### src/pkg/adc_ctrl_defines.vh
`ifndef ADC_CTRL_DEFINES_VH
`define ADC_CTRL_DEFINES_VH

// Register byte offsets on the AHB-Lite bus.
`define OFS_CONTROL_A       8'h00
`define OFS_CONTROL_B       8'h04
`define OFS_PIN_ENABLE_LOW  8'h08
`define OFS_RESULT_LOW      8'h0c
`define OFS_RESULT_HIGH     8'h10
`define OFS_IRQ_CONTROL     8'h14

// Field positions in converter_control_a.
`define BIT_START           7
`define BIT_PENDING         6
`define BIT_POWER_OFF       5
`define BIT_CHAN_MID        1
`define BIT_CHAN_LO         0

// Field positions in converter_control_b.
`define BIT_CHAN_HI         7
`define BIT_REF_SELECT      6
`define DIV_MSB             2
`define DIV_LSB             0

// Field positions in the interrupt control register.
`define BIT_GLOBAL_IE       0
`define BIT_CONV_IE         1
`define BIT_CONV_REQ        2

// Reset values.
`define RST_POWER_OFF       1'b1
`define RST_PIN_ENABLES     4'hf
`define RST_DIVIDER         3'h0
`define RST_PENDING         1'b0

// Timing counts in conversion clock periods, and the result width in bits.
`define CONV_PERIODS        5'h10
`define SAMPLE_PERIODS      5'h02
`define RESULT_BITS         12

// AHB-Lite transfer type for a new single transfer.
`define HTRANS_NONSEQ       2'h2

`endif
### src/hdl/adc_conversion_control.v
// Notes on behaviour
// - Analog power on only while power-off bit clear.
// - Reference select picks supply or reference pin.
// - Pin enable makes pin analog, digital off.
// - Pull-ups disconnected on analog-enabled pins.
// - Analog enable overrides port direction setting.
// - Three channel bits across both control registers.
// - Conversion clock divided per three-bit field.
// - Interrupt needs global and converter enables.
// - Start bit low-high-low begins a conversion.
// - Pending falls, then result bytes hold value.
// - Conversion takes sixteen conversion clock periods.
// - Reset leaves shared pins as analog inputs.
// - Result is 12-bit unsigned, reference over 4096.
// - Start held high resets converter, sets pending.
// - Completion clears pending, sets request flag.
// - Divider codes give divide 1 through 64.
//
// The address map and the AHB-Lite slave port were left to the implementer.
`timescale 1ns/1ns
`include "adc_ctrl_defines.vh"

module adc_conversion_control (
    // Clock and reset.
    input  wire        sys_clk_i,
    input  wire        rst_i,
    // AHB-Lite slave.
    input  wire        hsel_i,
    input  wire [7:0]  haddr_i,
    input  wire [1:0]  htrans_i,
    input  wire        hwrite_i,
    input  wire [2:0]  hsize_i,
    input  wire [31:0] hwdata_i,
    input  wire        hready_i,
    output reg  [31:0] hrdata_o,
    output reg         hreadyout_o,
    output reg         hresp_o,
    // Port settings from the I/O block.
    input  wire [3:0]  port_dir_input_i,
    input  wire [3:0]  pullup_request_i,
    // Analog front end.
    input  wire        comparator_i,
    output reg         analog_power_o,
    output reg         sample_track_o,
    output reg  [11:0] dac_code_o,
    output reg  [2:0]  channel_select_o,
    output reg         ref_from_pin_o,
    // Effective pin configuration.
    output wire [3:0]  pin_dir_input_o,
    output wire [3:0]  pin_pullup_o,
    output wire [3:0]  pin_digital_off_o,
    output wire        ref_pin_claim_o,
    // Interrupt request to the core.
    output reg         conv_irq_o
);

    // Sequencer states.
    localparam [1:0] ST_IDLE = 2'h0;   // Waiting for a start sequence.
    localparam [1:0] ST_HELD = 2'h1;   // Start bit high, converter held in reset.
    localparam [1:0] ST_CONV = 2'h2;   // Conversion running.

    // Software-visible control state.
    reg        start_q;                // Start bit as last written.
    reg        power_off_q;            // Converter power-off bit.
    reg        chan_hi_q;              // Channel select, top bit.
    reg        chan_mid_q;             // Channel select, middle bit.
    reg        chan_lo_q;              // Channel select, low bit.
    reg        ref_select_q;           // High selects the reference pin.
    reg [2:0]  divider_q;              // Conversion clock divider code.
    reg [3:0]  pin_enable_q;           // Per-pin analog input enables.
    reg        global_ie_q;            // Global interrupt enable.
    reg        conv_ie_q;              // Converter interrupt enable.
    reg        conv_req_q;             // Converter interrupt request flag.
    reg        pending_q;              // Conversion pending flag.
    reg [11:0] result_q;               // Last completed conversion value.

    // Sequencer state.
    reg [1:0]  state_q;                // Current sequencer state.
    reg [4:0]  period_q;               // Conversion clock periods elapsed.
    reg [11:0] sar_q;                  // Successive approximation trial value.
    reg [3:0]  bit_q;                  // Bit under trial.

    // Bus data phase tracking.
    reg        wr_pending_q;           // A write awaits its data phase.
    reg [7:0]  wr_addr_q;              // Address of that write.

    // Comparator synchroniser and filtered level.
    reg        comp_s1_q;              // First stage, read only by the second.
    reg        comp_s2_q;              // Second stage.
    reg        comp_s3_q;              // Third stage.
    reg        comp_q;                 // Accepted comparator level.

    wire       conv_tick;              // One pulse per conversion clock period.
    wire       div_restart;            // Realigns the divider at conversion start.
    wire       addr_phase;             // A valid transfer is being offered.
    wire       start_wr;               // Write of control_a in its data phase.
    wire       new_start;              // Start bit value being written.
    wire       finish;                 // Last period of a conversion ends now.
    wire       begin_conv;             // Start bit falls after having risen.

    // Matches a byte address against a register offset on word granularity.
    function hits;
        input [7:0] addr;
        input [7:0] offset;
        begin
            hits = (addr[7:2] == offset[7:2]);
        end
    endfunction

    assign addr_phase  = hsel_i && hready_i && (htrans_i == `HTRANS_NONSEQ);
    assign start_wr    = wr_pending_q && hits(wr_addr_q, `OFS_CONTROL_A);
    assign new_start   = hwdata_i[`BIT_START];
    assign begin_conv  = (state_q == ST_HELD) && start_wr && !new_start;
    assign finish      = (state_q == ST_CONV) && conv_tick
                         && (period_q == `CONV_PERIODS - 5'h01);
    assign div_restart = (state_q != ST_CONV);

    // Conversion clock source.
    conv_clock_divider u_div (
        .sys_clk_i      (sys_clk_i),
        .rst_i          (rst_i),
        .restart_i      (div_restart),
        .divider_code_i (divider_q),
        .tick_o         (conv_tick)
    );

    // Pin function override.
    pin_function_mux u_pins (
        .sys_clk_i         (sys_clk_i),
        .rst_i             (rst_i),
        .analog_enable_i   (pin_enable_q),
        .port_dir_input_i  (port_dir_input_i),
        .pullup_request_i  (pullup_request_i),
        .ref_select_i      (ref_select_q),
        .pin_dir_input_o   (pin_dir_input_o),
        .pin_pullup_o      (pin_pullup_o),
        .pin_digital_off_o (pin_digital_off_o),
        .ref_pin_claim_o   (ref_pin_claim_o)
    );

    // Comparator comes from the analog side, so it passes three flops and a
    // change is taken only once the last two stages agree.
    always @(posedge sys_clk_i) begin
        if (rst_i) begin
            comp_s1_q <= 1'b0;
            comp_s2_q <= 1'b0;
            comp_s3_q <= 1'b0;
            comp_q    <= 1'b0;
        end else begin
            comp_s1_q <= comparator_i;
            comp_s2_q <= comp_s1_q;
            comp_s3_q <= comp_s2_q;
            if (comp_s2_q == comp_s3_q) begin
                comp_q <= comp_s3_q;
            end
        end
    end

    // Bus responses: zero wait states and always OKAY.
    always @(posedge sys_clk_i) begin
        if (rst_i) begin
            hreadyout_o  <= 1'b0;
            hresp_o      <= 1'b0;
            wr_pending_q <= 1'b0;
            wr_addr_q    <= 8'h00;
        end else begin
            hreadyout_o  <= 1'b1;
            hresp_o      <= 1'b0;
            wr_pending_q <= addr_phase && hwrite_i;
            if (addr_phase) begin
                wr_addr_q <= haddr_i;
            end
        end
    end

    // Read data is prepared in the address phase so it stands through the
    // data phase; unmapped addresses read as zero.
    always @(posedge sys_clk_i) begin
        if (rst_i) begin
            hrdata_o <= 32'h0;
        end else if (addr_phase && !hwrite_i) begin
            hrdata_o <= 32'h0;
            if (hits(haddr_i, `OFS_CONTROL_A)) begin
                hrdata_o[`BIT_START]     <= start_q;
                hrdata_o[`BIT_PENDING]   <= pending_q;
                hrdata_o[`BIT_POWER_OFF] <= power_off_q;
                hrdata_o[`BIT_CHAN_MID]  <= chan_mid_q;
                hrdata_o[`BIT_CHAN_LO]   <= chan_lo_q;
            end else if (hits(haddr_i, `OFS_CONTROL_B)) begin
                hrdata_o[`BIT_CHAN_HI]          <= chan_hi_q;
                hrdata_o[`BIT_REF_SELECT]       <= ref_select_q;
                hrdata_o[`DIV_MSB:`DIV_LSB]     <= divider_q;
            end else if (hits(haddr_i, `OFS_PIN_ENABLE_LOW)) begin
                hrdata_o[3:0] <= pin_enable_q;
            end else if (hits(haddr_i, `OFS_RESULT_LOW)) begin
                hrdata_o[7:0] <= result_q[7:0];
            end else if (hits(haddr_i, `OFS_RESULT_HIGH)) begin
                hrdata_o[3:0] <= result_q[11:8];
            end else if (hits(haddr_i, `OFS_IRQ_CONTROL)) begin
                hrdata_o[`BIT_GLOBAL_IE] <= global_ie_q;
                hrdata_o[`BIT_CONV_IE]   <= conv_ie_q;
                hrdata_o[`BIT_CONV_REQ]  <= conv_req_q;
            end
        end
    end

    // Control register writes, taken in the data phase.
    always @(posedge sys_clk_i) begin
        if (rst_i) begin
            start_q      <= 1'b0;
            power_off_q  <= `RST_POWER_OFF;
            chan_hi_q    <= 1'b0;
            chan_mid_q   <= 1'b0;
            chan_lo_q    <= 1'b0;
            ref_select_q <= 1'b0;
            divider_q    <= `RST_DIVIDER;
            pin_enable_q <= `RST_PIN_ENABLES;
            global_ie_q  <= 1'b0;
            conv_ie_q    <= 1'b0;
        end else if (wr_pending_q) begin
            if (hits(wr_addr_q, `OFS_CONTROL_A)) begin
                start_q     <= new_start;
                power_off_q <= hwdata_i[`BIT_POWER_OFF];
                chan_mid_q  <= hwdata_i[`BIT_CHAN_MID];
                chan_lo_q   <= hwdata_i[`BIT_CHAN_LO];
            end
            if (hits(wr_addr_q, `OFS_CONTROL_B)) begin
                chan_hi_q    <= hwdata_i[`BIT_CHAN_HI];
                ref_select_q <= hwdata_i[`BIT_REF_SELECT];
                divider_q    <= hwdata_i[`DIV_MSB:`DIV_LSB];
            end
            if (hits(wr_addr_q, `OFS_PIN_ENABLE_LOW)) begin
                pin_enable_q <= hwdata_i[3:0];
            end
            if (hits(wr_addr_q, `OFS_IRQ_CONTROL)) begin
                global_ie_q <= hwdata_i[`BIT_GLOBAL_IE];
                conv_ie_q   <= hwdata_i[`BIT_CONV_IE];
            end
        end
    end

    // Interrupt request flag: completion sets it, a write of zero clears it,
    // and a completion in the same cycle as the clear wins.
    always @(posedge sys_clk_i) begin
        if (rst_i) begin
            conv_req_q <= 1'b0;
        end else if (finish) begin
            conv_req_q <= 1'b1;
        end else if (wr_pending_q && hits(wr_addr_q, `OFS_IRQ_CONTROL)) begin
            conv_req_q <= hwdata_i[`BIT_CONV_REQ];
        end
    end

    // Conversion sequencer. A rising start write holds the converter in reset
    // and raises pending; the following falling write launches the conversion.
    // A start while powered off is held and never launched, so pending stays
    // high until software powers on and repeats the sequence.
    always @(posedge sys_clk_i) begin
        if (rst_i) begin
            state_q   <= ST_IDLE;
            period_q  <= 5'h00;
            sar_q     <= 12'h000;
            bit_q     <= 4'h0;
            pending_q <= `RST_PENDING;
        end else begin
            case (state_q)
                ST_IDLE: begin
                    if (start_wr && new_start && !start_q) begin
                        state_q   <= ST_HELD;
                        pending_q <= 1'b1;
                    end
                end
                ST_HELD: begin
                    period_q <= 5'h00;
                    if (begin_conv && !power_off_q) begin
                        state_q <= ST_CONV;
                        sar_q   <= 12'h800;
                        bit_q   <= 4'hb;
                    end else if (begin_conv) begin
                        state_q <= ST_IDLE;
                    end
                end
                ST_CONV: begin
                    if (start_wr && new_start) begin
                        // A new rising start aborts and holds in reset.
                        state_q  <= ST_HELD;
                        period_q <= 5'h00;
                    end else if (power_off_q) begin
                        state_q <= ST_IDLE;
                    end else if (conv_tick) begin
                        period_q <= period_q + 5'h01;
                        // Bit trials follow the sampling periods, MSB first.
                        if (period_q >= `SAMPLE_PERIODS
                            && period_q < `SAMPLE_PERIODS + 5'h0c) begin
                            if (!comp_q) begin
                                sar_q[bit_q] <= 1'b0;
                            end
                            if (bit_q != 4'h0) begin
                                sar_q[bit_q - 4'h1] <= 1'b1;
                                bit_q <= bit_q - 4'h1;
                            end
                        end
                        if (finish) begin
                            state_q   <= ST_IDLE;
                            pending_q <= 1'b0;
                        end
                    end
                end
                default: begin
                    state_q <= ST_IDLE;
                end
            endcase
        end
    end

    // Result is loaded only at completion, in the same edge that drops
    // pending, so software never sees pending low with a stale value.
    always @(posedge sys_clk_i) begin
        if (rst_i) begin
            result_q <= 12'h000;
        end else if (finish) begin
            result_q <= sar_q;
        end
    end

    // Analog side controls, all from flops.
    always @(posedge sys_clk_i) begin
        if (rst_i) begin
            analog_power_o   <= 1'b0;
            sample_track_o   <= 1'b0;
            dac_code_o       <= 12'h000;
            channel_select_o <= 3'h0;
            ref_from_pin_o   <= 1'b0;
            conv_irq_o       <= 1'b0;
        end else begin
            analog_power_o   <= !power_off_q;
            // Power-off gates sampling at once, so an aborted conversion never
            // tracks an input on an unpowered converter.
            sample_track_o   <= (state_q == ST_CONV) && !power_off_q
                                && (period_q < `SAMPLE_PERIODS);
            dac_code_o       <= sar_q;
            channel_select_o <= {chan_hi_q, chan_mid_q, chan_lo_q};
            ref_from_pin_o   <= ref_select_q;
            conv_irq_o       <= conv_req_q && global_ie_q && conv_ie_q;
        end
    end

endmodule

### src/hdl/conv_clock_divider.v
`timescale 1ns/1ns
`include "adc_ctrl_defines.vh"

// Makes the conversion clock as a one-cycle enable pulse from the system clock.
module conv_clock_divider (
    // Clock and reset.
    input  wire       sys_clk_i,
    input  wire       rst_i,
    // Control.
    input  wire       restart_i,
    input  wire [2:0] divider_code_i,
    // Enable pulse.
    output reg        tick_o
);

    reg [6:0] count_q;   // Count of system clocks since the last tick or restart.
    reg [6:0] limit;     // Terminal count for the chosen ratio.

    // Code n divides by two to the n; the undefined top code behaves as divide by 64.
    always @* begin
        case (divider_code_i)
            3'h0:    limit = 7'h00;
            3'h1:    limit = 7'h01;
            3'h2:    limit = 7'h03;
            3'h3:    limit = 7'h07;
            3'h4:    limit = 7'h0f;
            3'h5:    limit = 7'h1f;
            default: limit = 7'h3f;
        endcase
    end

    // Restarting aligns the first period with the conversion start, so each
    // conversion lasts its full count of periods, the first one a system clock longer.
    always @(posedge sys_clk_i) begin
        if (rst_i || restart_i) begin
            count_q <= 7'h00;
            tick_o  <= 1'b0;
        end else if (count_q >= limit) begin
            count_q <= 7'h00;
            tick_o  <= 1'b1;
        end else begin
            count_q <= count_q + 7'h01;
            tick_o  <= 1'b0;
        end
    end

endmodule

### src/hdl/pin_function_mux.v
`timescale 1ns/1ns

// Registered override of port pin functions by the analog input enables.
module pin_function_mux (
    // Clock and reset.
    input  wire       sys_clk_i,
    input  wire       rst_i,
    // Settings from the port and the converter.
    input  wire [3:0] analog_enable_i,
    input  wire [3:0] port_dir_input_i,
    input  wire [3:0] pullup_request_i,
    input  wire       ref_select_i,
    // Effective pin configuration.
    output reg  [3:0] pin_dir_input_o,
    output reg  [3:0] pin_pullup_o,
    output reg  [3:0] pin_digital_off_o,
    output reg        ref_pin_claim_o
);

    // One flop stage keeps every pin control glitch free.
    always @(posedge sys_clk_i) begin
        if (rst_i) begin
            pin_dir_input_o   <= 4'hf;
            pin_pullup_o      <= 4'h0;
            pin_digital_off_o <= 4'hf;
            ref_pin_claim_o   <= 1'b0;
        end else begin
            pin_digital_off_o <= analog_enable_i;
            pin_dir_input_o   <= port_dir_input_i | analog_enable_i;
            pin_pullup_o      <= pullup_request_i & ~analog_enable_i;
            ref_pin_claim_o   <= ref_select_i;
        end
    end

endmodule

### config.mk
export PLATFORM = sky130hd
export DESIGN_NAME = adc_conversion_control
export DESIGN_NICKNAME = d
export VERILOG_FILES = /design/src/hdl/adc_conversion_control.v /design/src/hdl/conv_clock_divider.v /design/src/hdl/pin_function_mux.v
export VERILOG_INCLUDE_DIRS = /design/src /design/src/pkg
export SDC_FILE = /design/constraint.sdc
export NUM_CORES = 1
export LEC_CHECK = 0
export BUFFER_PORTS_ARGS = -buffer_cell sky130_fd_sc_hd__buf_2
export CORE_AREA = 10 10 113 115
export DETAILED_ROUTE_END_ITERATION = 6
export DIE_AREA = 0 0 123 125
export PLACE_DENSITY = 0.73
export RECOVER_POWER = 50
export SLEW_MARGIN = 10
export SYNTH_ARGS = -nofsm -noshare
export SYNTH_HDL_FRONTEND = slang
export SYNTH_SLANG_ARGS = --single-unit
### constraint.sdc
create_clock -name sys_clk_i -period 2.1 [get_ports sys_clk_i]
set_clock_uncertainty 0.1 [all_clocks]
set_input_delay 0.525 -clock sys_clk_i [delete_from_list [all_inputs] [get_ports sys_clk_i]]
set_output_delay 0.525 -clock sys_clk_i [all_outputs]
set_load 0.02 [all_outputs]
; Yosys cells after proc, flatten, opt, wreduce, memory -nomap -nowiden
; Index checks and enable logic that the tools add are counted.
[classes]
addsub = 3
n_bitwise = 6
n_reduce_logical = 43
n_eq_ne = 32
muxes = 61
magnitude_cmp = 8
[ops]
columns = cell, n
row1 = two-way mux 12 bit, 13
row2 = two-way mux 4 bit, 10
row3 = one-hot mux 6 bit (6 select lines), 1
row4 = one-hot mux 12 bit (2 select lines), 1
row5 = logical AND 1 bit, 20
row6 = "equality test 6 x 2 -> 1 bit, second input constant", 3
row7 = "equality test 6 x 3 -> 1 bit, second input constant", 3
row8 = two-way mux 2 bit, 9
row9 = two-way mux 3 bit, 6
row10 = two-way mux 5 bit, 3
row11 = AND 12 bit, 1
row12 = "equality test 6 x 1 -> 1 bit, second input constant", 2
row13 = logical NOT 6 bit, 2
row14 = two-way mux 1 bit, 12
row15 = NOT 12 bit, 1
row16 = bitwise OR 12 bit, 1
row17 = AND reduction 6 bit, 2
row18 = "< comparator 4 x 5 -> 1 bit, second input constant", 2
row19 = "inequality test 2 bit, second input constant", 5
row20 = one-hot mux 5 bit (2 select lines), 1
row21 = demux 1 bit (select 4 bit), 2
row22 = ">= comparator 4 x 1 -> 1 bit, second input constant", 2
row23 = "inequality test 2 x 1 -> 1 bit, second input constant", 4
row24 = one-hot mux 4 bit (2 select lines), 1
row25 = 34 further kinds, 46
[totals]
input_bits = 59
regBits = 113
wordCells = 189
out_inout_bits = 66

; Depth between registers and ports, before layout
; Gate-level depths: netlist of run 1.
[depth]
word_depth = 20
ltp_mapped = 9
depth_no_buf = 8

; Hierarchy
; From an unflattened synthesis of run 1, not the netlist that was laid out.
[hier_totals]
cells_unflattened = 554
hier_area_um2 = 5018.6
[modules_own_cells]
columns = module, cells_each, area_per_inst_um2, seq_area_each_um2, instances
row1 = adc_conversion_control, 477, 4186.5, 1821.7, 1
row2 = conv_clock_divider, 50, 474.2, 160.2, 1
row3 = pin_function_mux, 27, 357.8, 260.2, 1

; Least setup slack after synthesis of run 1
; No wires, ideal clock.
[synth_path]
path_kind = register -> register
startpoint = register bit_q[0]
endpoint = register bit_q[0]
path_buffers = 0
path_stages_with_launch = 8
slack_ns = 0.143
arrival_time_ns = 1.772
required_time_ns = 1.914
synth_period_minus_slack_ns = 1.957
setup_ns = 0.086
path_cell_list = dfxtp_1 inv_1 ha_1 nor2b_1 a2111o_1 a22oi_1 nor2_1 a211oi_1
[synth_via]
elab_chain_len = 7
word_cells_on_any_way = 10
classes_between = 1 x add/sub / 1 x eq/ne / 6 x mux / 2 x reduce/logical
[synth_rtl]
columns = element, line_no
row1 = start: declaration, adc_conversion_control.v:81  ; reg [3:0] bit_q;
row2 = start signal: assignment, adc_conversion_control.v:300  ; bit_q <= bit_q - 4'h1;
row3 = subtractor 4 x 1 -> 4 bit, adc_conversion_control.v:300
row4 = two-way mux 4 bit, adc_conversion_control.v:298  ; if (bit_q != 4'h0) begin
row5 = two-way mux 4 bit, adc_conversion_control.v:293  ; if (period_q >= `SAMPLE_PERIODS
row6 = two-way mux 4 bit, adc_conversion_control.v:290  ; end else if (conv_tick) begin
row7 = two-way mux 4 bit, adc_conversion_control.v:288  ; end else if (power_off_q) begin
row8 = two-way mux 4 bit, adc_conversion_control.v:284  ; if (start_wr && new_start) begin
row9 = one-hot mux 4 bit (2 select lines), adc_conversion_control.v:266  ; case (state_q)
; Several ways; a longest one is shown, not always the timed one. The select of a mux whose other input is x is not followed.
; A chain may end at the register's enable or synchronous reset.

; Worst setup path in the final report of run 1
[layout_path]
startpoint = register wr_addr_q[7]
endpoint = register bit_q[3]
[layout_via]
elab_chain_len = 7
word_cells_on_any_way = 9
classes_between = 2 x eq/ne / 7 x reduce/logical
[layout_rtl]
columns = element, line_no
row1 = start: declaration, adc_conversion_control.v:85  ; reg [7:0] wr_addr_q;
row2 = start signal: assignment, adc_conversion_control.v:171  ; wr_addr_q <= haddr_i;
row3 = logical NOT 6 bit (*), adc_conversion_control.v:106  ; hits = (addr[7:2] == offset[7:2]);
row4 = logical AND 1 bit (*), adc_conversion_control.v:111  ; assign start_wr = wr_pending_q && hits(wr_addr_q, `OFS_CONTROL_A);
row5 = logical AND 1 bit (2 in a row), adc_conversion_control.v:113  ; assign begin_conv = (state_q == ST_HELD) && start_wr && !new_start;
row6 = logical AND 1 bit, adc_conversion_control.v:275  ; if (begin_conv && !power_off_q) begin
row7 = inequality test 2 x 1 -> 1 bit (no line), -
row8 = AND reduction 7 bit (no line) (*), -
; Every way passes the cells marked *; elsewhere a longest branch is shown, timed or not.

==> results of run 1 <==
-- cell type report --
cell class | instances | area (um^2)
Sequential cell | 111 | 2220
Multi-Input combinational cell | 403 | 2500
Inverter | 22 | 82.6
Fill cell | 999 | 4930
Tap cell | 140 | 175
Clock inverter | 6 | 62.6
Clock buffer | 10 | 138
Timing Repair Buffer | 94 | 485
-- flip-flops by register name, indices dropped and copies added, names as in the netlist, 2 cells and up --
signal	cells
period_q	5
pin_enable_q	4
channel_select_o	3
u_pins.pin_pullup_o	4
hrdata_o	8
sar_q	12
wr_addr_q	6
result_q	12
bit_q	4
u_div.count_q	7
u_pins.pin_digital_off_o	4
state_q	2
divider_q	3
dac_code_o	12
u_pins.pin_dir_input_o	4
-- final timing paths --
kind	end	startpoint	slack, ps	depth (start not counted)
setup / recovery	bit_q[3]	wr_addr_q[7]	120	7
hold / removal	u_pins.pin_dir_input_o[3]	port_dir_input_i[3]	220	2
setup reg to reg	bit_q[3]	wr_addr_q[7]	120	7
hold reg to reg	hrdata_o[4]	hrdata_o[4]	350	2
-- per-stage QoR --
stage | cells | hold slack (ps)
finish | 786 | 224
global route | 786 | 223
CTS | 786 | 217
detailed placement | 770 | 340
global placement | 770 | 339
floorplan | 587 | 314
-- kinds of logic (layout without fill, tap and decap cells) --
group	count (synthesis)	after routing	synth area share
compound gates	117	117	0.151
xor+xnor	4	4	0.00706
fa+ha+maj	18	18	0.0454
buf+inv	73	132	0.0779
flops	111	111	0.448
mux	25	25	0.0509
other cells	1	25	0.000755
simple gates	214	214	0.219
-- cells in the final DEF (no fill, tap or decap), types with 17 or more instances in the layout --
cell type  count
buf_2         35
buf_4         19
nor2_1        54
inv_1         22
o21ai_0       20
nor2b_1       22
clkbuf_1      38
mux2i_1       23
nand3_1       25
conb_1        25
dfxtp_1      110
nand2_1       62
ha_1          17
a21oi_1       37
-- timing repair --
item / 4_1_cts / 5_1_grt
gates resized for setup: 1 / 10
endpoints found under the hold margin: 0 / 0
endpoints found under the setup margin: 1 / 14
pin swaps: 0 / 2
-- layer usage --
metal	vias up	routed length [um]	global-route usage
met1	1938	5450	0.194
met4	0	160	0.0432
li1	2072	-	-
met5	-	0	0
met2	125	5550	0.240
met3	20	875	0.0360
-- critical path, stage by stage (launching register included) --
cell and delay (ps):
dfxtp_1 350, nor4b_1 310, buf_4 240, and3_1 240, a22oi_2 80, buf_4 190, buf_12 150, a211oi_1 230
-- power groups by stage --
stage / combinational [mW] / clock, mW / sequential (mW)
floorplan: 0.306 / 0 / 2.20
global placement: 0.413 / 0 / 2.19
detailed placement: 0.423 / 0 / 2.19
CTS: 0.427 / 1.28 / 2.14
global route: 0.482 / 1.37 / 2.14
finish: 0.439 / 1.27 / 2.14
==> summary by stage, run 1 <==
Timing
The number of endpoints failing setup at the final stage is 0. The transition time of the tightest slew-check pin is 923 ps. The final count of hold timing violations was 0. The final sum of negative setup slack is 0 ps. The number of slew-limit violations in the final report came to 0. The slack of the critical path is ~120 ps. The worst pin sits at a relative slew slack of 0.385. The minimum clock period is around 2000 ps. Based on the critical path, the design can be clocked at up to approximately 500 MHz. The part of the cycle the worst path needs is 0.941. Setup repair after global routing left no endpoint under its margin.

Place
The count of buffers added on input and output ports is between 60 and 70. The sum of net half-perimeters after detailed placement is 9190 um. The total placed instance area is approximately 5500 um^2.

At the placement stage, the worst setup path has a slack of between 2 and 3 ps. The placer's final routability congestion estimate is a little over 0.9.

Global routing
The first global-routing pass estimated a little under 20,000 um of wire. For this run, the total global-route usage over all layers was measured as 0.150. The global route total overflow is 0. Entering global routing, the biggest net connects between 40 and 50 pins. The via count of the first global-routing pass was 4,021. The initial antenna violation count is 0.

Routing
After detailed routing, the average wire length per cell comes to around 15 um. The total via count in the routed design is 4,155. In the routed layout, each cell is associated on average with a via count of around 5.3.

The number of detailed-route iterations in the first pass is 7. In this run the remaining antenna-violating nets after routing total 0. The number of design rule violations left after detail routing is 0. The detailed router finished its first iteration with roughly 320 violations. The post-detailed-routing wire length is about 12,000 um.

Clocking
Clock tree synthesis inserted a total of 9 buffers. The buffer type at the clock tree root is clkbuf_8. Counting along the longest clock path gives a buffer depth of 2.

The clock insertion delay at the later pin of the skew report is approximately 380 ps. The H-tree was split into 3 levels. CTS saw between 100 and 150 sinks. TritonCTS built the clock tree. After clock tree synthesis, the clock-pin slew on the worst setup and hold paths is about 110 ps. The number of hold buffers added after cts is 0. After clock tree synthesis, the setup repair step added 0 buffers.

Critical path
The critical-path maximum fanout is 13. The worst setup path is launched from a flip-flop. STA classifies the critical path endpoint as a flip-flop. Data arrives at the worst endpoint at between 2000 and 2500 ps. The category of the most critical setup path is flip-flop to flip-flop.

The data required time at the worst endpoint is 2300 ps.

Synth
After synthesis the cells add up to between 4000 and 5000 um^2. The number of enable flip-flop cells after synthesis is 0. In the synthesized netlist the dominant register cell turns out to be dfxtp_1. Sorting the synthesized cells by how often they occur yields 111 x dfxtp_1, 62 x nand2_1, 54 x nor2_1, 39 x a21oi_1, 26 x buf_4. The number of distinct library cell variants in the gate-level netlist after synthesis is slightly below 60. For this run, the register share of the synthesized area comes to 0.448. Yosys printed 0 warnings. The share of async-settable or async-resettable flops after synthesis is 0. By area the synthesized netlist is led by dfxtp_1 45%, nand2_1 4.7%, mux2i_1 4.6%.

The number of cells produced by synthesis is 563. The top-area cell type share of the netlist area is 0.448. A synthesized cell averages ~8.8 um^2. The count of state elements after synthesis is between 100 and 150. Yosys instantiated no cell more often than dfxtp_1. The cell type with the largest total area after synthesis is dfxtp_1.

Floorplanning
The starting density of the core is 0.468. The width of the chip is between 100 and 150 um. The overall die area is ~15,000 um^2. The total area inside the core boundary comes to between 10,000 and 15,000 um^2. In this run the vertical extent of the chip is between 100 and 150 um.

During I/O placement, the number of pins put on the boundary was about 130. In this run the core area contains 38 standard-cell rows.

Final layout
After the last flow step, the layout net total stands at about 700. Summing all non-filler instances in the final layout gives an area of around 5700 um^2. The ratio of cells with drive above 1 in the final layout is 0.150. The final cell utilization of the core is 0.535.

From synthesis to final layout, the design area changed by 14.2%. The number of diodes added for antenna fixing is 0.

Pwr
Of the total power, the clock network draws 0.329. The combinational group share of total power is 0.114. The sequential share of power is 0.556. Across the VDD grid, the largest voltage drop is 0.000361 V. The switching portion of total power is 0.278. The power density over cell area is between 600 and 700 nW/um^2.

The internal power component is 2.77 mW. The net load switching power is ~1.1 mW. For this design the static power due to leakage is about 2.3 nW. The sum of internal, switching and leakage power is 3.84 mW.

Hold path
In this run the worst hold path is classified as primary input to flip-flop.

Status
The flow ran to the end, and the final reports show no timing, DRC or antenna violations.

Job
The max capacitance violation total is 0.
(Power assumes the default switching activity.)
==> run 2: changes to the inputs <==
RECOVER_POWER = 25   (was 50)
==> run 2 against run 1 <==
Count of clock-buffer cells in the layout stayed put. Flip-flop and latch count unchanged. Via count down 0.31%. Largest power group unchanged.
==> summary by stage, run 2 (same netlist as run 1, synthesis figures left out) <==
Critical path
The type of origin of the critical path was a flip-flop (unchanged). The kind of end point of the critical path is a flip-flop (unchanged). The most numerous cell on the critical path is buf_4 (unchanged).

The largest incremental delay on the critical path came to 350 ps (about the same). Cells along the critical path: nor4b_1 > buf_4 > and3_1 > a22oi_2 > buf_4 > buf_12 > a211oi_1 (unchanged). The data arrival time at the worst-slack endpoint came to 2170 ps (about the same). The highest-delay cell along the critical path is dfxtp_1 (unchanged). The data required time at the worst endpoint was 2300 ps (about the same). The worst setup slack for register-to-register paths is 130 ps (was 120 ps). The critical-path maximum fanout was 13 (unchanged).

The worst reg2reg path endpoint was bit_q[3] (unchanged). The category of the most critical setup path is flip-flop to flip-flop (unchanged). The worst reg2reg path depth is 7 (unchanged).

The launch point of the worst reg-to-reg path is wr_addr_q[7] (unchanged).

Routing
The total via count in the routed design is 4,142 (was 4,155). The detailed-routed wire length on met2 is 5610 um (was 5550 um). The mean routed wirelength per cell is 15.3 um (about the same). The wire length the detailed router placed on met1 was 5390 um (was 5450 um). The number of design rule violations left after detail routing is 0 (unchanged). The number of detailed-route iterations in the first pass was 5 (was 7). The post-detailed-routing wire length is 12,000 um (about the same). The highest routed metal layer is met4 (unchanged). The average vias per placed instance came to 5.27 (was 5.29). The wire length on met3 is 898 um (was 875 um). The DRC violation total after the first TritonRoute iteration is 307 (was 319). The number of nets with antenna violations after detailed routing was 0 (unchanged).

Global routing
The initial antenna violation count is 0 (unchanged). The global route total overflow was 0 (unchanged). The global-route wire length before repair came to 19,300 um (unchanged). The overall fraction of global-route tracks in use is 0.150 (unchanged). The maximum number of pins on one net before global-route repair is 44 (unchanged).

The via count of the first global-routing pass came to 4,021 (unchanged).

Timing
The minimum clock period is 1970 ps (was 1980 ps). The transition time of the tightest slew-check pin is 915 ps (was 923 ps). The maximum achievable frequency is 507 MHz (was 506 MHz). The normalized max-slew margin came to 0.390 (was 0.385). The part of the cycle the worst path needs is 0.939 (was 0.941). The final sum of negative setup slack came to 0 ps (unchanged). Setup repair after global routing missed its margin: no (unchanged). The final count of hold timing violations is 0 (unchanged).

The number of endpoints failing setup at the final stage was 0 (unchanged). The number of slew-limit violations in the final report came to 0 (unchanged). The tightest hold margin is 224 ps (about the same).

Floorplanning
The overall die area is 15,400 um^2 (unchanged). The cell row count came to 38 (unchanged). The width of the chip is 123 um (unchanged). The die extent in y came to 125 um (unchanged). The I/O pin count is 125 (unchanged). The placeable core region is 10,600 um^2 (unchanged). The starting density of the core is 0.468 (unchanged).

Clocking
The total number of H-tree levels is 3 (unchanged). The clock sink count came to 111 (unchanged). The buffer type at the clock tree root is clkbuf_8 (unchanged). The clock transition at the register clock pins on the worst setup and hold paths after CTS is 110 ps (about the same). The maximum number of buffers from clock root to sink was 2 (unchanged).

The TritonCTS clock tree is yes (unchanged). The number of buffers created by CTS is 9 (unchanged). The clock insertion delay at the later pin of the skew report is 380 ps (about the same).

Pwr
The leakage power figure is 2.39 nW (was 2.27 nW). The worst vdd rail ir drop is 0.000359 V (was 0.000361 V). The switching portion of total power is 0.278 (about the same). The sum of internal, switching and leakage power is 3.85 mW (was 3.84 mW).

The net load switching power is 1.07 mW (about the same). The clock share of power is 0.329 (about the same). The combinational group share of total power came to 0.114 (about the same). The power density over cell area was 673 nW/um^2 (was 678 nW/um^2). The sequential share of power was 0.556 (about the same). The internal power component is 2.78 mW (was 2.77 mW).

Final layout
The most common library cell in the layout ignoring fill and taps is dfxtp_1 (unchanged). The final cell count without fillers is 786 (unchanged). The number of diodes added for antenna fixing is 0 (unchanged).

The count of filler cells inserted in the layout is 979 (was 999). The growth of design area from synthesis to finish is 15.1% (was 14.2%). The number of nets in the layout is 718 (unchanged).

Largest registers in the final layout: dac_code_o (12), result_q (12), sar_q (12) (unchanged). The final cell utilization of the core is 0.539 (was 0.535). Most frequent cells in the layout: 110 x dfxtp_1, 68 x buf_2, 62 x nand2_1 (was 110 x dfxtp_1, 62 x nand2_1, 54 x nor2_1). The ratio of cells with drive above 1 in the final layout is 0.203 (was 0.150).

Hold path
The number of cells traversed by the worst hold path is 2 (unchanged). The capture endpoint of the worst hold path is u_pins.pin_dir_input_o[3] (unchanged). The worst min-delay path startpoint was port_dir_input_i[3] (unchanged). The class of the tightest hold or removal check is primary input to flip-flop (unchanged).

Place
The cell count after placement is 770 (unchanged). The placer's final routability congestion estimate was 0.924 (unchanged). The count of buffers from port buffering is 69 (unchanged). The sum of net half-perimeters after detailed placement is 9190 um (unchanged).

Job
The max capacitance violation total is 0 (unchanged).

Status
Outcome: finished, final reports clean (unchanged).
[run 2: worst max path at each step]
stage / startpoint / to / slack [ps] / cells after the start
3_5_place_dp: period_q[1] / state_q[0] / 3 / 8
5_1_grt: period_q[1] / state_q[0] / 10 / 8
3_3_place_gp: hwdata_i[7] / period_q[1] / 50 / 6
6_report: wr_addr_q[7] / bit_q[3] / 130 / 7
2_1_floorplan: bit_q[0] / bit_q[0] / 140 / 7
4_1_cts: state_q[0] / sar_q[5] / 40 / 8
[run 2: area by class of cell]
| cell class | instances | area (um^2) | share of cell area |
|---|---|---|---|
| clock inverters | 6 | 62.6 | 0.0109 |
| well taps | 140 | 175 | 0.0306 |
| repair buffers | 94 | 531 | 0.0928 |
| flip-flops and latches | 111 | 2220 | 0.389 |
| clock buffers | 10 | 138 | 0.0241 |
| multi-input cells | 403 | 2500 | 0.438 |
| inverters | 22 | 82.6 | 0.0144 |
[run 2: power groups by stage]
stage,Clock (mW),Combinational (mW),Sequential (mW)
4_1_cts,1.28,0.427,2.14
6_report,1.27,0.440,2.14
3_3_place_gp,0,0.413,2.19
3_5_place_dp,0,0.423,2.19
5_1_grt,1.37,0.484,2.14
2_1_floorplan,0,0.306,2.20
[run 2: timing repair]
item                       CTS  global route
setup endpoints to repair    1            14
buffers inserted             0             0
gates resized for setup      1            10
pin swaps                    0             2
hold buffers                 0             0
[run 2: layer usage]
layer / track usage / vias up
li1: - / 2072
met1: 0.194 / 1925
met2: 0.240 / 130
met3: 0.0360 / 15
met4: 0.0432 / 0
met5: 0 / -
[run 2: per-stage QoR]
step                      instance area [um^2]  worst slack [ps]
after floorplan                           5050               143
after global placement                    5470              49.4
after detailed placement                  5470              2.92
after CTS                                 5680              42.3
after global routing                      5720              13.5
final                                     5720               128
[run 2: critical path, delay by kind of cell (launching register included)]
family	cells	cell delay, ps
buffers and inverters	3	570
AO/OA/AOI/OAI	2	310
AND/OR/NAND/NOR	2	550
flip-flops	1	350
==> run 3: changes to the inputs <==
RECOVER_POWER = 100   (was 25)
==> run 3 against run 2 <==
Via count is 0.34% higher. Sequential share of layout area up 0.53 points. Cell area fell by 1.3%. Cell count stayed put. Worst hold slack better by 4.2 ps. Sequential power barely moved. Die area unchanged. Core utilization fell by 0.72 points. Flip-flop and latch count did not move. Non-clock buffer count unchanged. Critical endpoint is now sar_q[5]. Largest cell class unchanged.
==> summary by stage, run 3 (same netlist as run 1, synthesis figures left out) <==
Floorplanning
The starting density of the core is 0.468 (unchanged). The placeable core region came to 10,600 um^2 (unchanged). The width of the chip is 123 um (unchanged). The overall die area is 15,400 um^2 (unchanged). The I/O pin count is 125 (unchanged). The cell row count came to 38 (unchanged). The die extent in y is 125 um (unchanged).

Clocking
The buffer type at the clock tree root is clkbuf_8 (unchanged). The TritonCTS clock tree is yes (unchanged). The post-CTS setup-driven buffer insertion count is 0 (unchanged). The maximum number of buffers from clock root to sink is 2 (unchanged).

The clock sink count was 111 (unchanged). The clock transition at the register clock pins on the worst setup and hold paths after CTS is 110 ps (about the same). The total number of H-tree levels is 3 (unchanged).

The clock insertion delay at the later pin of the skew report is 370 ps (was 380 ps). The number of buffers created by CTS came to 9 (unchanged).

Place
The count of buffers from port buffering is 69 (unchanged). The placer's final routability congestion estimate is 0.924 (unchanged). The sum of net half-perimeters after detailed placement is 9190 um (unchanged).

The minimum setup slack after placement was 2.92 ps (unchanged).

Final layout
The count of filler cells inserted in the layout is 1,010 (was 979). The register area was 2220 um^2 (unchanged). The area used by multi-input combinational logic came to 2490 um^2 (was 2500 um^2).

The most common library cell in the layout ignoring fill and taps is dfxtp_1 (unchanged). The number of nets in the layout came to 718 (unchanged). Largest registers in the final layout: dac_code_o (12), result_q (12), sar_q (12) (unchanged). The ratio of cells with drive above 1 in the final layout is 0.130 (was 0.203).

The number of diodes added for antenna fixing is 0 (unchanged). The growth of design area from synthesis to finish was 13.6% (was 15.1%). The final cell utilization of the core was 0.532 (was 0.539). Most frequent cells in the layout: 110 x dfxtp_1, 62 x nand2_1, 54 x nor2_1 (was 110 x dfxtp_1, 68 x buf_2, 62 x nand2_1).

Global routing
The initial antenna violation count is 0 (unchanged). The maximum number of pins on one net before global-route repair is 44 (unchanged). The via count of the first global-routing pass is 4,021 (unchanged).

The global-route wire length before repair is 19,300 um (unchanged). The overall fraction of global-route tracks in use was 0.150 (unchanged). The global route total overflow is 0 (unchanged).

Timing
The normalized max-slew margin came to 0.378 (was 0.390). The tightest hold margin is 228 ps (was 224 ps). The number of endpoints failing setup at the final stage came to 0 (unchanged).

The number of slew-limit violations in the final report is 0 (unchanged). The slack of the critical path is 111 ps (was 128 ps). The maximum achievable frequency is 503 MHz (was 507 MHz). Setup repair after global routing missed its margin: no (unchanged). The part of the cycle the worst path needs is 0.947 (was 0.939). The minimum clock period is 1990 ps (was 1970 ps). The final count of hold timing violations is 0 (unchanged).

The transition time of the tightest slew-check pin is 933 ps (was 915 ps). The final sum of negative setup slack is 0 ps (unchanged).

Critical path
The type of origin of the critical path is a flip-flop (unchanged). The data arrival time at the worst-slack endpoint was 2170 ps (about the same). The path length in cells of the critical path is 7 (unchanged). The category of the most critical setup path is flip-flop to flip-flop (unchanged). The data required time at the worst endpoint is 2290 ps (was 2300 ps). The kind of cell with the highest combined delay on the critical path is buffers and inverters (unchanged). The launch point of the worst reg-to-reg path was wr_addr_q[7] (unchanged). Cells along the critical path: nor4b_1 > buf_4 > and3_1 > a22oi_2 > buf_4 > buf_12 > o31ai_1 (was nor4b_1 > buf_4 > and3_1 > a22oi_2 > buf_4 > buf_12 > a211oi_1).

The most numerous cell on the critical path is buf_4 (unchanged). The number of buffer and inverter instances along the worst setup path is 3 (unchanged). The highest-delay cell along the critical path is dfxtp_1 (unchanged). The largest incremental delay on the critical path is 350 ps (about the same).

The worst setup path startpoint was wr_addr_q[7] (unchanged). The worst reg2reg path depth is 7 (unchanged). The kind of end point of the critical path is a flip-flop (unchanged). The critical-path maximum fanout was 13 (unchanged).

Routing
The total via count in the routed design is 4,156 (was 4,142). The mean routed wirelength per cell is 15.3 um (about the same). The number of detailed-route iterations in the first pass is 5 (unchanged). The number of design rule violations left after detail routing is 0 (unchanged).

The post-detailed-routing wire length is 12,000 um (about the same). The average vias per placed instance is 5.29 (was 5.27). The DRC violation total after the first TritonRoute iteration is 318 (was 307).

The number of nets with antenna violations after detailed routing is 0 (unchanged).

Status
Outcome: finished, final reports clean (unchanged).

Pwr
The sum of internal, switching and leakage power is 3.83 mW (was 3.85 mW). The leakage power figure is 2.22 nW (was 2.39 nW). The worst vdd rail ir drop was 0.000358 V (was 0.000359 V). The power density over cell area is 680 nW/um^2 (was 673 nW/um^2).

Hold path
The class of the tightest hold or removal check is primary input to flip-flop (unchanged). The number of cells traversed by the worst hold path is 2 (unchanged). The worst min-delay path startpoint is port_dir_input_i[3] (unchanged).

Job
The max capacitance violation total is 0 (unchanged).
==> run 3: cell count changes in the layout (fill, tap and decap cells not counted), sizes merged <==
cell    delta
buf       -47
clkbuf    +47
==> run 3: worst paths after layout <==
path	to	slack, ps
setup reg to reg	sar_q[5]	110
setup / recovery	sar_q[5]	110
hold reg to reg	hrdata_o[4]	360
hold / removal	u_pins.pin_dir_input_o[3]	230
==> run 3: through the flow <==
stage               std cells  cell area, um^2
floorplan                 587             5050
global placement          770             5470
detailed placement        770             5470
CTS                       786             5680
global route              786             5640
finish                    786             5640
==> run 3: worst register-to-register path: stages (launching register included) <==
cell,delay (ps)
dfxtp_1,350
nor4b_1,310
buf_4,230
and3_1,240
a22oi_2,80
buf_4,190
buf_12,150
o31ai_1,250
==> run 3: timing repair <==
item / 4_1_cts / 5_1_grt
setup endpoints to repair: 1 / 14
pin swaps: 0 / 2
gates resized for setup: 1 / 10
hold buffers: 0 / 0
==> run 3: area by class of cell <==
class,count,area share
Multi-Input combinational cell,403,0.442
Inverter,22,0.0146
Clock inverter,6,0.0111
Tap cell,140,0.0311
Timing Repair Buffer,94,0.0825
Clock buffer,10,0.0244
Sequential cell,111,0.394
==> run 3: per-layer routing <==
layer | up-vias | share of wire | global-route usage
met4 | 0 | 0.011 | 0.0432
li1 | 2071 | - | -
met5 | - | 0 | 0
met1 | 1936 | 0.45 | 0.194
met3 | 15 | 0.078 | 0.0360
met2 | 134 | 0.46 | 0.240
==> run 3: report_power, final <==
part | switching, mW | total (mW) | internal (mW)
Combinational | 0.285 | 0.433 | 0.148
Sequential | 0.0139 | 2.14 | 2.13
Clock | 0.766 | 1.26 | 0.496
Total | 1.07 | 3.83 | 2.77
